--- config.mk ---
export PLATFORM = sky130hd
export DESIGN_NAME = nims_top
export DESIGN_NICKNAME = d
export VERILOG_FILES = /design/src/nims_pkg.sv /design/src/nims_top.sv
export SDC_FILE = /design/constraint.sdc
export NUM_CORES = 1
export LEC_CHECK = 0
export BUFFER_PORTS_ARGS = -buffer_cell sky130_fd_sc_hd__buf_2
export CAP_MARGIN = 20
export CORE_UTILIZATION = 38
export DETAILED_ROUTE_END_ITERATION = 10
export PLACE_DENSITY = 0.68
export SLEW_MARGIN = 20
export SYNTH_ARGS = -nofsm -noshare
export SYNTH_HDL_FRONTEND = slang
export SYNTH_SLANG_ARGS = --single-unit
--- constraint.sdc ---
create_clock -name pclk -period 2.37 [get_ports pclk]
set_clock_uncertainty 0.2 [all_clocks]
set_input_delay 0.237 -clock pclk [delete_from_list [all_inputs] [get_ports pclk]]
set_output_delay 0.237 -clock pclk [all_outputs]
set_load 0.01 [all_outputs]
--- src/nims_pkg.sv ---
// Function
// - mask bit 7 gates the timer rollover flag onto the interrupt
// - mask bit 6 gates the receive descriptors exhausted flag
// - mask bit 5 gates the receive resources exhausted flag
// - mask bit 4 gates the receive buffer area overflow flag
// - mask bit 3 gates the checksum tally counter wrap flag
// - mask bit 2 gates the alignment tally counter wrap flag
// - mask bit 1 gates the missed packet tally counter wrap flag
// - mask bit 0 gates the receive fifo overrun flag
// - interrupt only for enabled flags; active interrupt implies some flag set
// - writing one clears a flag, writing zero leaves it
// - hardware reset clears flags, software reset leaves them
// - bit 14 on bus retry; latched mode: master only, dma held till cleared
// - unlatched retry mode: dma resumes without waiting for the flag
// - bit 13 when no heartbeat within 6.4 us after transmission
// - bit 12 when address filter load has written every entry
// - bit 11 when descriptor config word has interrupt request bit set
// - bit 10 after received packet sequence word written
// - bit 9 on end of list marker or halt transmit command
// - bit 9 also on transmit abort from any of four errors
// - bit 9 set only after transmit status word written
// - hardware reset clears mask; writing one enables that flag's interrupt
// - bit 8 when packet sent with any of the four transmit errors
package nims_pkg;
  localparam int unsigned DATA_W  = 16;
  // printed offsets 4 and 5 are register indices; byte address is 4x
  localparam logic [7:0]  IDX_MASK = 8'h04;
  localparam logic [7:0]  IDX_FLAGS = 8'h05;
  localparam logic [11:0] ADDR_MASK = {2'h0, IDX_MASK, 2'h0};
  localparam logic [11:0] ADDR_FLAGS = {2'h0, IDX_FLAGS, 2'h0};
  localparam logic [11:0] ADDR_CTRL = 12'h018;
  localparam logic [15:0] MASK_RST = 16'h0000;
  localparam logic [15:0] FLAGS_RST = 16'h0000;
  localparam logic [15:0] WR_MASK = 16'h7fff;
  localparam int unsigned CTRL_LATCHED_BIT = 0;
  localparam int unsigned CTRL_SWRST_BIT = 1;
  localparam int unsigned B_RFO = 0;
  localparam int unsigned B_MP = 1;
  localparam int unsigned B_FAE = 2;
  localparam int unsigned B_CRC = 3;
  localparam int unsigned B_AREA = 4;
  localparam int unsigned B_RES = 5;
  localparam int unsigned B_DESC = 6;
  localparam int unsigned B_TMR = 7;
  localparam int unsigned B_TRANSMIT_ERROR_FLAG = 8;
  localparam int unsigned B_TRANSMISSION_DONE_FLAG = 9;
  localparam int unsigned B_PACKET_RECEIVED_FLAG = 10;
  localparam int unsigned B_PROGRAMMED_IRQ_FLAG = 11;
  localparam int unsigned B_CAM = 12;
  localparam int unsigned B_HBL = 13;
  localparam int unsigned B_BR = 14;
  localparam int unsigned CLK_MHZ = 40;
  localparam int unsigned HB_WINDOW_NS = 6400;
  // longest time: rounded down
  localparam int unsigned HB_WINDOW_CYC = (HB_WINDOW_NS * CLK_MHZ) / 1000;
  localparam logic [31:0] TMR_WRAP_FROM = 32'h00000000;
  localparam logic [31:0] TMR_WRAP_TO = 32'hffffffff;
  localparam logic [15:0] TALLY_WRAP_FROM = 16'hffff;
  localparam logic [15:0] TALLY_WRAP_TO = 16'h0000;
endpackage

--- src/nims_top.sv ---
// Register access over APB was decided locally.
`timescale 1ns/1ps
module nims_top (
  input  wire logic        pclk,
  input  wire logic        presetn,
  input  wire logic        psel,
  input  wire logic        penable,
  input  wire logic        pwrite,
  input  wire logic [11:0] paddr,
  input  wire logic [31:0] pwdata,
  output logic      [31:0] prdata,
  output logic             pready,
  output logic             pslverr,
  input  wire logic        bus_retry_input,
  input  wire logic        bus_master,
  input  wire logic        tx_frame_end,
  input  wire logic        heartbeat_pulse,
  input  wire logic        cam_load_done,
  input  wire logic        tx_config_read,
  input  wire logic        descriptor_irq_request_bit,
  input  wire logic        rx_seq_word_written,
  input  wire logic        tx_status_written,
  input  wire logic        end_of_list_marker,
  input  wire logic        halt_transmit_command,
  input  wire logic        byte_count_mismatch,
  input  wire logic        too_many_collisions,
  input  wire logic        fifo_underrun_error,
  input  wire logic        too_long_deferral,
  input  wire logic [31:0] timer_value,
  input  wire logic        rx_descriptors_out,
  input  wire logic        rx_resources_out,
  input  wire logic        rx_area_overflow,
  input  wire logic [15:0] checksum_tally,
  input  wire logic [15:0] alignment_tally,
  input  wire logic [15:0] missed_tally,
  input  wire logic        rx_fifo_overflow,
  output logic             irq,
  output logic             dma_hold,
  output logic             soft_reset
);
  // ------------------------------------------------------------
  // register state
  // ------------------------------------------------------------
  logic [15:0] interrupt_enable_mask_ff;
  logic [15:0] interrupt_cause_flags_ff;
  logic        latched_retry_mode_ff;
  logic [15:0] ev;
  logic [15:0] w1c;
  logic        wr_acc;
  logic        rd_acc;
  logic [31:0] nxt_prdata;
  logic        addr_ok;

  assign wr_acc = psel & penable & pwrite;
  assign rd_acc = psel & ~penable & ~pwrite;
  assign addr_ok = (paddr == nims_pkg::ADDR_MASK) | (paddr == nims_pkg::ADDR_FLAGS) |
                   (paddr == nims_pkg::ADDR_CTRL);

  // ------------------------------------------------------------
  // event capture
  // ------------------------------------------------------------
  logic [31:0] tmr_prev_ff;
  logic [15:0] crc_prev_ff;
  logic [15:0] fae_prev_ff;
  logic [15:0] mp_prev_ff;
  logic        hb_armed_ff;
  logic [7:0]  hb_cnt_ff;
  logic        hb_miss;
  logic        tx_err;
  logic        programmed_irq_flag_pend_ff;
  logic        done_pend_ff;
  logic        err_pend_ff;

  always_ff @(posedge pclk or negedge presetn) begin
    if (!presetn) begin
      // idle timer sits at all ones; a zero here would fake a wrap after reset
      tmr_prev_ff <= nims_pkg::TMR_WRAP_TO;
      crc_prev_ff <= 16'h0000;
      fae_prev_ff <= 16'h0000;
      mp_prev_ff  <= 16'h0000;
    end else begin
      tmr_prev_ff <= timer_value;
      crc_prev_ff <= checksum_tally;
      fae_prev_ff <= alignment_tally;
      mp_prev_ff  <= missed_tally;
    end
  end

  // heartbeat window opens at end of transmission
  always_ff @(posedge pclk or negedge presetn) begin
    if (!presetn) begin
      hb_armed_ff <= 1'b0;
      hb_cnt_ff   <= 8'h00;
    end else if (tx_frame_end) begin
      hb_armed_ff <= 1'b1;
      hb_cnt_ff   <= 8'h00;
    end else if (hb_armed_ff) begin
      if (heartbeat_pulse || hb_miss) begin
        hb_armed_ff <= 1'b0;
      end
      hb_cnt_ff <= hb_cnt_ff + 8'h01;
    end
  end
  assign hb_miss = hb_armed_ff & ~heartbeat_pulse &
                   (hb_cnt_ff == 8'(nims_pkg::HB_WINDOW_CYC - 1));

  assign tx_err = byte_count_mismatch | too_many_collisions |
                  fifo_underrun_error | too_long_deferral;

  // tx outcomes wait until the status word is written
  always_ff @(posedge pclk or negedge presetn) begin
    if (!presetn) begin
      done_pend_ff <= 1'b0;
      err_pend_ff  <= 1'b0;
    end else if (tx_status_written) begin
      done_pend_ff <= 1'b0;
      err_pend_ff  <= 1'b0;
    end else begin
      if (end_of_list_marker || halt_transmit_command || tx_err) begin
        done_pend_ff <= 1'b1;
      end
      if (tx_err) begin
        err_pend_ff <= 1'b1;
      end
    end
  end

  logic done_now;
  logic err_now;
  assign done_now = tx_status_written &
                    (done_pend_ff | end_of_list_marker | halt_transmit_command | tx_err);
  assign err_now = tx_status_written & (err_pend_ff | tx_err);

  always_comb begin
    ev = 16'h0000;
    ev[nims_pkg::B_BR]    = bus_retry_input & (bus_master | ~latched_retry_mode_ff);
    ev[nims_pkg::B_HBL]   = hb_miss;
    ev[nims_pkg::B_CAM]   = cam_load_done;
    ev[nims_pkg::B_PROGRAMMED_IRQ_FLAG]  = tx_config_read & descriptor_irq_request_bit;
    ev[nims_pkg::B_PACKET_RECEIVED_FLAG] = rx_seq_word_written;
    ev[nims_pkg::B_TRANSMISSION_DONE_FLAG]  = done_now;
    ev[nims_pkg::B_TRANSMIT_ERROR_FLAG]  = err_now;
    ev[nims_pkg::B_TMR]   = (tmr_prev_ff == nims_pkg::TMR_WRAP_FROM) &
                            (timer_value == nims_pkg::TMR_WRAP_TO);
    ev[nims_pkg::B_DESC]  = rx_descriptors_out;
    ev[nims_pkg::B_RES]   = rx_resources_out;
    ev[nims_pkg::B_AREA]  = rx_area_overflow;
    ev[nims_pkg::B_CRC]   = (crc_prev_ff == nims_pkg::TALLY_WRAP_FROM) &
                            (checksum_tally == nims_pkg::TALLY_WRAP_TO);
    ev[nims_pkg::B_FAE]   = (fae_prev_ff == nims_pkg::TALLY_WRAP_FROM) &
                            (alignment_tally == nims_pkg::TALLY_WRAP_TO);
    ev[nims_pkg::B_MP]    = (mp_prev_ff == nims_pkg::TALLY_WRAP_FROM) &
                            (missed_tally == nims_pkg::TALLY_WRAP_TO);
    ev[nims_pkg::B_RFO]   = rx_fifo_overflow;
  end

  // ------------------------------------------------------------
  // registers
  // ------------------------------------------------------------
  assign w1c = (wr_acc && paddr == nims_pkg::ADDR_FLAGS) ?
               (pwdata[15:0] & nims_pkg::WR_MASK) : 16'h0000;

  always_ff @(posedge pclk or negedge presetn) begin
    if (!presetn) begin
      interrupt_enable_mask_ff <= nims_pkg::MASK_RST;
    end else if (wr_acc && paddr == nims_pkg::ADDR_MASK) begin
      interrupt_enable_mask_ff <= pwdata[15:0] & nims_pkg::WR_MASK;
    end
  end

  // set beats clear in the same cycle; soft reset does not touch flags
  always_ff @(posedge pclk or negedge presetn) begin
    if (!presetn) begin
      interrupt_cause_flags_ff <= nims_pkg::FLAGS_RST;
    end else begin
      interrupt_cause_flags_ff <= (interrupt_cause_flags_ff & ~w1c) | ev;
    end
  end

  always_ff @(posedge pclk or negedge presetn) begin
    if (!presetn) begin
      latched_retry_mode_ff <= 1'b0;
      soft_reset            <= 1'b0;
    end else if (wr_acc && paddr == nims_pkg::ADDR_CTRL) begin
      latched_retry_mode_ff <= pwdata[nims_pkg::CTRL_LATCHED_BIT];
      soft_reset            <= pwdata[nims_pkg::CTRL_SWRST_BIT];
    end else begin
      soft_reset <= 1'b0;
    end
  end

  // ------------------------------------------------------------
  // apb slave: one wait-free access phase
  // ------------------------------------------------------------
  always_comb begin
    nxt_prdata = 32'h00000000;
    if (paddr == nims_pkg::ADDR_MASK) begin
      nxt_prdata[15:0] = interrupt_enable_mask_ff;
    end else if (paddr == nims_pkg::ADDR_FLAGS) begin
      nxt_prdata[15:0] = interrupt_cause_flags_ff;
    end else if (paddr == nims_pkg::ADDR_CTRL) begin
      nxt_prdata[nims_pkg::CTRL_LATCHED_BIT] = latched_retry_mode_ff;
    end
  end

  always_ff @(posedge pclk or negedge presetn) begin
    if (!presetn) begin
      prdata  <= 32'h00000000;
      pready  <= 1'b0;
      pslverr <= 1'b0;
    end else begin
      pready  <= psel & ~penable;
      pslverr <= psel & ~penable & ~addr_ok;
      if (rd_acc) begin
        prdata <= nxt_prdata;
      end
    end
  end

  // ------------------------------------------------------------
  // interrupt and dma hold
  // ------------------------------------------------------------
  logic [15:0] nxt_flags;
  assign nxt_flags = (interrupt_cause_flags_ff & ~w1c) | ev;

  // registered from next flag value, so irq never runs ahead of status
  always_ff @(posedge pclk or negedge presetn) begin
    if (!presetn) begin
      irq      <= 1'b0;
      dma_hold <= 1'b0;
    end else begin
      irq      <= |(nxt_flags & interrupt_enable_mask_ff);
      dma_hold <= latched_retry_mode_ff & nxt_flags[nims_pkg::B_BR];
    end
  end

  // ------------------------------------------------------------
  // checks
  // ------------------------------------------------------------
  property p_irq_cause;
    @(posedge pclk) disable iff (!presetn)
      irq |-> |(interrupt_cause_flags_ff & $past(interrupt_enable_mask_ff));
  endproperty
  a_irq_cause: assert property (p_irq_cause) else $error("irq without enabled flag");

  property p_irq_drop;
    @(posedge pclk) disable iff (!presetn)
      (((interrupt_cause_flags_ff & interrupt_enable_mask_ff) == 16'h0000) &&
       ev == 16'h0000) |=> !irq;
  endproperty
  a_irq_drop: assert property (p_irq_drop) else $error("irq stuck high");

  property p_w1c;
    @(posedge pclk) disable iff (!presetn)
      (w1c[nims_pkg::B_RFO] && !ev[nims_pkg::B_RFO]) |=> !interrupt_cause_flags_ff[nims_pkg::B_RFO];
  endproperty
  a_w1c: assert property (p_w1c) else $error("flag not cleared by one");

  property p_sticky;
    @(posedge pclk) disable iff (!presetn)
      (interrupt_cause_flags_ff[nims_pkg::B_PACKET_RECEIVED_FLAG] && !w1c[nims_pkg::B_PACKET_RECEIVED_FLAG])
      |=> interrupt_cause_flags_ff[nims_pkg::B_PACKET_RECEIVED_FLAG];
  endproperty
  a_sticky: assert property (p_sticky) else $error("flag lost without clear");

  property p_tmr;
    @(posedge pclk) disable iff (!presetn)
      (interrupt_enable_mask_ff[nims_pkg::B_TMR] && ev[nims_pkg::B_TMR]) |=> irq;
  endproperty
  a_tmr: assert property (p_tmr) else $error("timer interrupt missing");

  property p_rfo_block;
    @(posedge pclk) disable iff (!presetn)
      (interrupt_enable_mask_ff == 16'h0001 && ev == 16'h0000 && w1c == 16'h0000)
      ##1 (!interrupt_cause_flags_ff[nims_pkg::B_RFO] && $stable(interrupt_enable_mask_ff)
           && ev == 16'h0000) |=> !irq;
  endproperty
  a_rfo_block: assert property (p_rfo_block) else $error("masked flag raised irq");

  property p_br_latched;
    @(posedge pclk) disable iff (!presetn)
      (latched_retry_mode_ff && bus_retry_input && !bus_master &&
       !interrupt_cause_flags_ff[nims_pkg::B_BR]) |=> !interrupt_cause_flags_ff[nims_pkg::B_BR];
  endproperty
  a_br_latched: assert property (p_br_latched) else $error("retry flag set while not master");

  property p_hold;
    @(posedge pclk) disable iff (!presetn)
      !latched_retry_mode_ff ##1 !latched_retry_mode_ff |-> !dma_hold;
  endproperty
  a_hold: assert property (p_hold) else $error("dma held in unlatched mode");

  property p_transmission_done_flag;
    @(posedge pclk) disable iff (!presetn)
      (!interrupt_cause_flags_ff[nims_pkg::B_TRANSMISSION_DONE_FLAG] && !tx_status_written)
      |=> !interrupt_cause_flags_ff[nims_pkg::B_TRANSMISSION_DONE_FLAG];
  endproperty
  a_transmission_done_flag: assert property (p_transmission_done_flag) else $error("done before status write");

  property p_hb;
    @(posedge pclk) disable iff (!presetn)
      (tx_frame_end ##1 (!heartbeat_pulse && !tx_frame_end)[*8]) |-> hb_armed_ff;
  endproperty
  a_hb: assert property (p_hb) else $error("heartbeat window closed early");
endmodule // nims_top

-- After elaboration in Yosys (flattened, before gate mapping)
Cells that the tools add are included.
Widths: inputs -> output; s select.
- ROM bits: 0
- input bits: 148
- output and inout port bits: 37
- bits in registers: 144
- word-level logic and storage cells: 90
- memories kept: 0
- latch bits: 0
- bits in writable memories: 0
- magnitude comparators: 0
- add/sub/neg operators: 1
- bitwise gates (word level): 35
- equal/unequal tests: 8
- div/mod/pow operators: 0
- multipliers: 0
- reduce and logical (&&, ||, !) cells: 14
- mux-type cells: 15
- shifts and indexed selects: 0
- operator list (cell ; number):
    $eq 16x16->1 const B ; 3
    $logic_not 16->1 ; 3
    $eq 12x5->1 const B ; 3
    $eq 32x32->1 const B ; 1
    $logic_not 32->1 ; 1
    $mux 15 ; 2
    $and 1x1->1 ; 16
    $and 16x15->16 ; 1
    $and 16x16->16 ; 1
    $mux 16 ; 1
    $mux 8 ; 2
    $not 15->16 ; 1
    $or 16x15->16 ; 1
    $reduce_or 16->1 ; 1
    $mux 1 ; 10
    $or 1x1->1 ; 10
    $add 8x1->8 const B ; 1
    $eq 8x8->1 const B ; 1
    $reduce_bool 2->1 ; 3
    $not 1->1 ; 5
    $logic_and 1x1->1 ; 3
    $logic_or 1x1->1 ; 3

-- Longest topological paths before layout
- depth after elaboration: 9
- gate-level depth with buffers: 8
- mapped depth without buffers: 6

-- Least setup slack after synthesis
No wires, ideal clock.
- kind: input to register
- from: input paddr[7]
- to: register interrupt_enable_mask_ff[10]
- setup time: 0.125 ns
- data required time: 2.045 ns
- setup slack: -0.080 ns
- stages: 7
- path buffers: 3
- data arrival time: 2.126 ns
- cells stage by stage: or4_1 buf_2 nor4_2 and2_1 buf_4 buf_4 mux2_2
- word-level cells in the longest chain between the ends: 2
- RTL lines (item ; line ; source):
    start, declared ; nims_top.sv:9 ; input wire logic [11:0] paddr,
    $eq 12x5->1 ; nims_top.sv:166 ; end else if (wr_acc && paddr == nims_pkg::ADDR_MASK) begin
    $logic_and 1x1->1 ; nims_top.sv:166 ;
    end signal, assigned ; nims_top.sv:165 ; interrupt_enable_mask_ff <= nims_pkg::MASK_RST;
    end signal, assigned ; nims_top.sv:167 ; interrupt_enable_mask_ff <= pwdata[15:0] & nims_pkg::WR_MASK;
    end, declared ; nims_top.sv:44 ; logic [15:0] interrupt_enable_mask_ff;
No other way between the ends.
A chain may end at the register's enable or synchronous reset.

-- Final worst setup path
- from: input psel
- to: register interrupt_cause_flags_ff[10]
- word-level cells in the longest chain between the ends: 7
- RTL lines (item ; line ; source):
    start, declared ; nims_top.sv:6 ; input wire logic psel,
    $and 1x1->1 (2 in series) ; nims_top.sv:54 ; assign wr_acc = psel & penable & pwrite;
    $logic_and 1x1->1 ; nims_top.sv:160 ; assign w1c = (wr_acc && paddr == nims_pkg::ADDR_FLAGS) ?
    $mux 15 ; nims_top.sv:160 ;
    $not 15->16 ; -- ;
    $and 16x16->16 ; -- ;
    $or 16x15->16 ; -- ;
    named net nxt_flags[10] ; nims_top.sv:223 ; logic [15:0] nxt_flags;
    end signal, assigned ; nims_top.sv:174 ; interrupt_cause_flags_ff <= nims_pkg::FLAGS_RST;
    end signal, assigned ; nims_top.sv:176 ; interrupt_cause_flags_ff <= (interrupt_cause_flags_ff & ~w1c) | ev;
    end, declared ; nims_top.sv:45 ; logic [15:0] interrupt_cause_flags_ff;
The timed path passes the listed nets, and every way through them passes these cells.

==> out/qor.yml <==
layout.cells.most_common: "buf_2"
cp.arrival_ns: 2.38
grt_pass1_vias: 4678
grtUsageMet2_pct: 35.7
slowest_delay_ns: 0.55
slowest_stage: "dlygate4sd3_1"
tns_ns: 0
dp_hpwl_mm: 8.78
path_class: "input port to flop"
io_pins: 185
met1_usage_pct: 24.7
cap_violations: 0
use_met3_pct: 6.23
drive_above_1_share_pct: 35.2
timing.rr.end: "irq"
ant_nets: 0
r2r_start: "tmr_prev_ff[1]"
via_per_inst: 4.88
fillers: 1036
crit_start: "psel"
grt_pass1_wl_mm: 22.7
syn-cell-area_um2: 5250
dieArea_um2: 14300
clockRootBuffer: "clkbuf_16"
rows: 42
cellLeakagePower_nw: 3.62
peakVddDrop_v: 0.000448
tritoncts: "yes"
cts_buffer_depth: 2
grt-ovfl-total: 0
detail_route.wl_per_cell_um: 15.8
yosys_register_bits: 142
synth-compound-area-share_pct: 8.68
path_clk_slew_ns: 0.06
drt_iter0_drc: 219
layout.cells.non_filler: 888
yosys_most_used_dff: "dfrtp_1"
grt_max_degree: 66
mostFrequentLayoutCells: "buf_2, dlygate4sd3_1, dfrtp_1"
synth_top_area_share_pct: 52.5
critPathLaunchType: "input port"
gp_routability_congestion: 0.820
nets: 847
grt_use_total_pct: 21.0
status: "finished, final reports clean"
crit_chain: "dlygate4sd3_1 > buf_2 > nand3_4 > nor4_4 > buf_12 > buf_4 > nand2_1 > nand2_1 > nand2_1 > dlygate4sd3_1"
ys_seq_area_share_pct: 68.5
path_max_fanout: 11
cts_setup_buffers: 0
worstHoldPathType: "input port to flop"
initial_core_util_pct: 39.3
num_vias: 4337
io_buffers: 150
crit_required_ns: 2.47
post-synth-top-area-cell: "dfrtp_1"
antenna_found_initial: 1
hold_depth: 4
yosys-top-cells-area: "dfrtp_1, dfstp_2, nand4_1, mux2_2, nor4_1"
worstSetupEndpointType: "flop"
htreeDepth: 4
clkSinkCount: 142
crit_top_cell: "nand2_1"
synth_cells: 406
wirelength_mm: 14.0
slew-limit-headroom_pct: 59.8
synth.distinct_cells: 46
synth_xor_area_share_pct: 1.00
grt-busiest-layer: "met2"
dp.cells: 735
numCtsBuffers: 17
worstSkewPairLatency_ns: 0.41
synth_mux_area_share_pct: 2.98
drt_pass1_iterations: 4
area_delta_synth_final_pct: 54.3
powerDensity_nw_per_um2: 716
ff2ff_setup_slack_ns: 0.25
fmaxAchievable_ghz: 0.438
fin_crit_sh_pct: 96.3
synth_warnings: 0
synth_edf_count: 0
ys_async_sr_fraction_pct: 100
min_period_ns: 2.28
synth_simple_gate_area_share_pct: 14.2
die_x_um: 119
tightest_slew_ns: 0.603
rr_worst_depth: 6
syn_avg_cell_area_um2: 12.9
setup_viol: 0
synthAdderAreaFrac_pct: 0.239
die_y_um: 119
endpoint: "interrupt_cause_flags_ff[10]"
final_core_util_pct: 60.6
finalMaxSlewViolations: 0
finalHoldViolations: 0
drc_errors: 0
synth_top_family_by_area: "simple AND/OR/NAND/NOR gates"
core-area_um2: 13300
-- power breakdown --
| part | total, W | internal [W] | switching [W] |
|---|---|---|---|
| clock | 0.00264 | 0.00164 | 0.00100 |
| combinational | 0.000535 | 0.000280 | 0.000255 |
| sequential | 0.00262 | 0.00257 | 0.0000495 |
-- worst max-delay path: cells and delay by family --
family	cells	cell delay, ns
buf+inv	5	1.53
simple gates	5	0.59
-- cell families after synthesis --
logic type,Yosys count
adders and majority gates,1
buffers and inverters,40
AOI/OAI and AO/OA,66
xor gates and xnor gates,6
other,1
and+or+nand+nor,136
DFF,142
muxes,14
-- registers in the layout, indices dropped and copies added, names as in the netlist --
name and count:
tmr_prev_ff 32, crc_prev_ff 16, fae_prev_ff 16, mp_prev_ff 16
interrupt_cause_flags_ff 15, interrupt_enable_mask_ff 15, prdata 15, hb_cnt_ff 8
dma_hold 1, done_pend_ff 1, err_pend_ff 1, hb_armed_ff 1
irq 1, latched_retry_mode_ff 1, pready 1, pslverr 1
soft_reset 1
-- timing repair --
action	in CTS	in global routing
resized for setup	0	4
endpoints found under the hold margin	188	0
hold buffers	120	0
setup endpoints to repair	0	3
-- per-stage QoR --
step	cell area [um2]	power [W]	setup WS, ns	hold WS [ns]
after floorplan	5330	0.00279	0.00631	-0.259
after detailed placement	6270	0.00304	-0.282	0.0612
after global placement	6270	0.00302	-0.225	0.0566
after global routing	8090	0.00603	-0.0323	0.0348
final	8090	0.00579	0.0877	0.0193
after CTS	8080	0.00586	0.0781	0.0739
-- synth_stat cells, types with 5 or more instances --
cell type / instances
nand4_1: 25
a31oi_1: 5
nor4_1: 23
dfrtp_1: 110
dfstp_2: 32
buf_4: 19
nand2_1: 23
o21ai_0: 8
nor2_1: 33
a21oi_1: 17
mux2_2: 13
a22oi_1: 19
clkbuf_1: 6
nand3_1: 6
inv_1: 12
-- worst min path at each step --
stage	start	endpoint
after floorplan	presetn	crc_prev_ff[0]
after global placement	presetn	fae_prev_ff[9]
after detailed placement	presetn	fae_prev_ff[9]
after CTS	too_many_collisions	interrupt_cause_flags_ff[8]
after global routing	penable	interrupt_cause_flags_ff[11]
final	penable	interrupt_cause_flags_ff[11]
-- cell type report --
type | instances | area, um2 | share of cell area (%)
inverters | 12 | 45.0 | 0.557
well taps | 176 | 220 | 2.72
diodes | 1 | 2.50 | 0.0309
clock buffers | 22 | 508 | 6.28
flip-flops and latches | 142 | 3590 | 44.4
multi-input cells | 240 | 1520 | 18.8
clock inverters | 10 | 92.6 | 1.14
repair buffers | 285 | 2110 | 26.1
-- routing by layer --
layer	up-vias	wire [um]
li1	2036	-
met1	2116	5860
met2	160	7020
met3	25	837
met4	0	321
met5	-	0
Power figures use the tool's default switching activity.
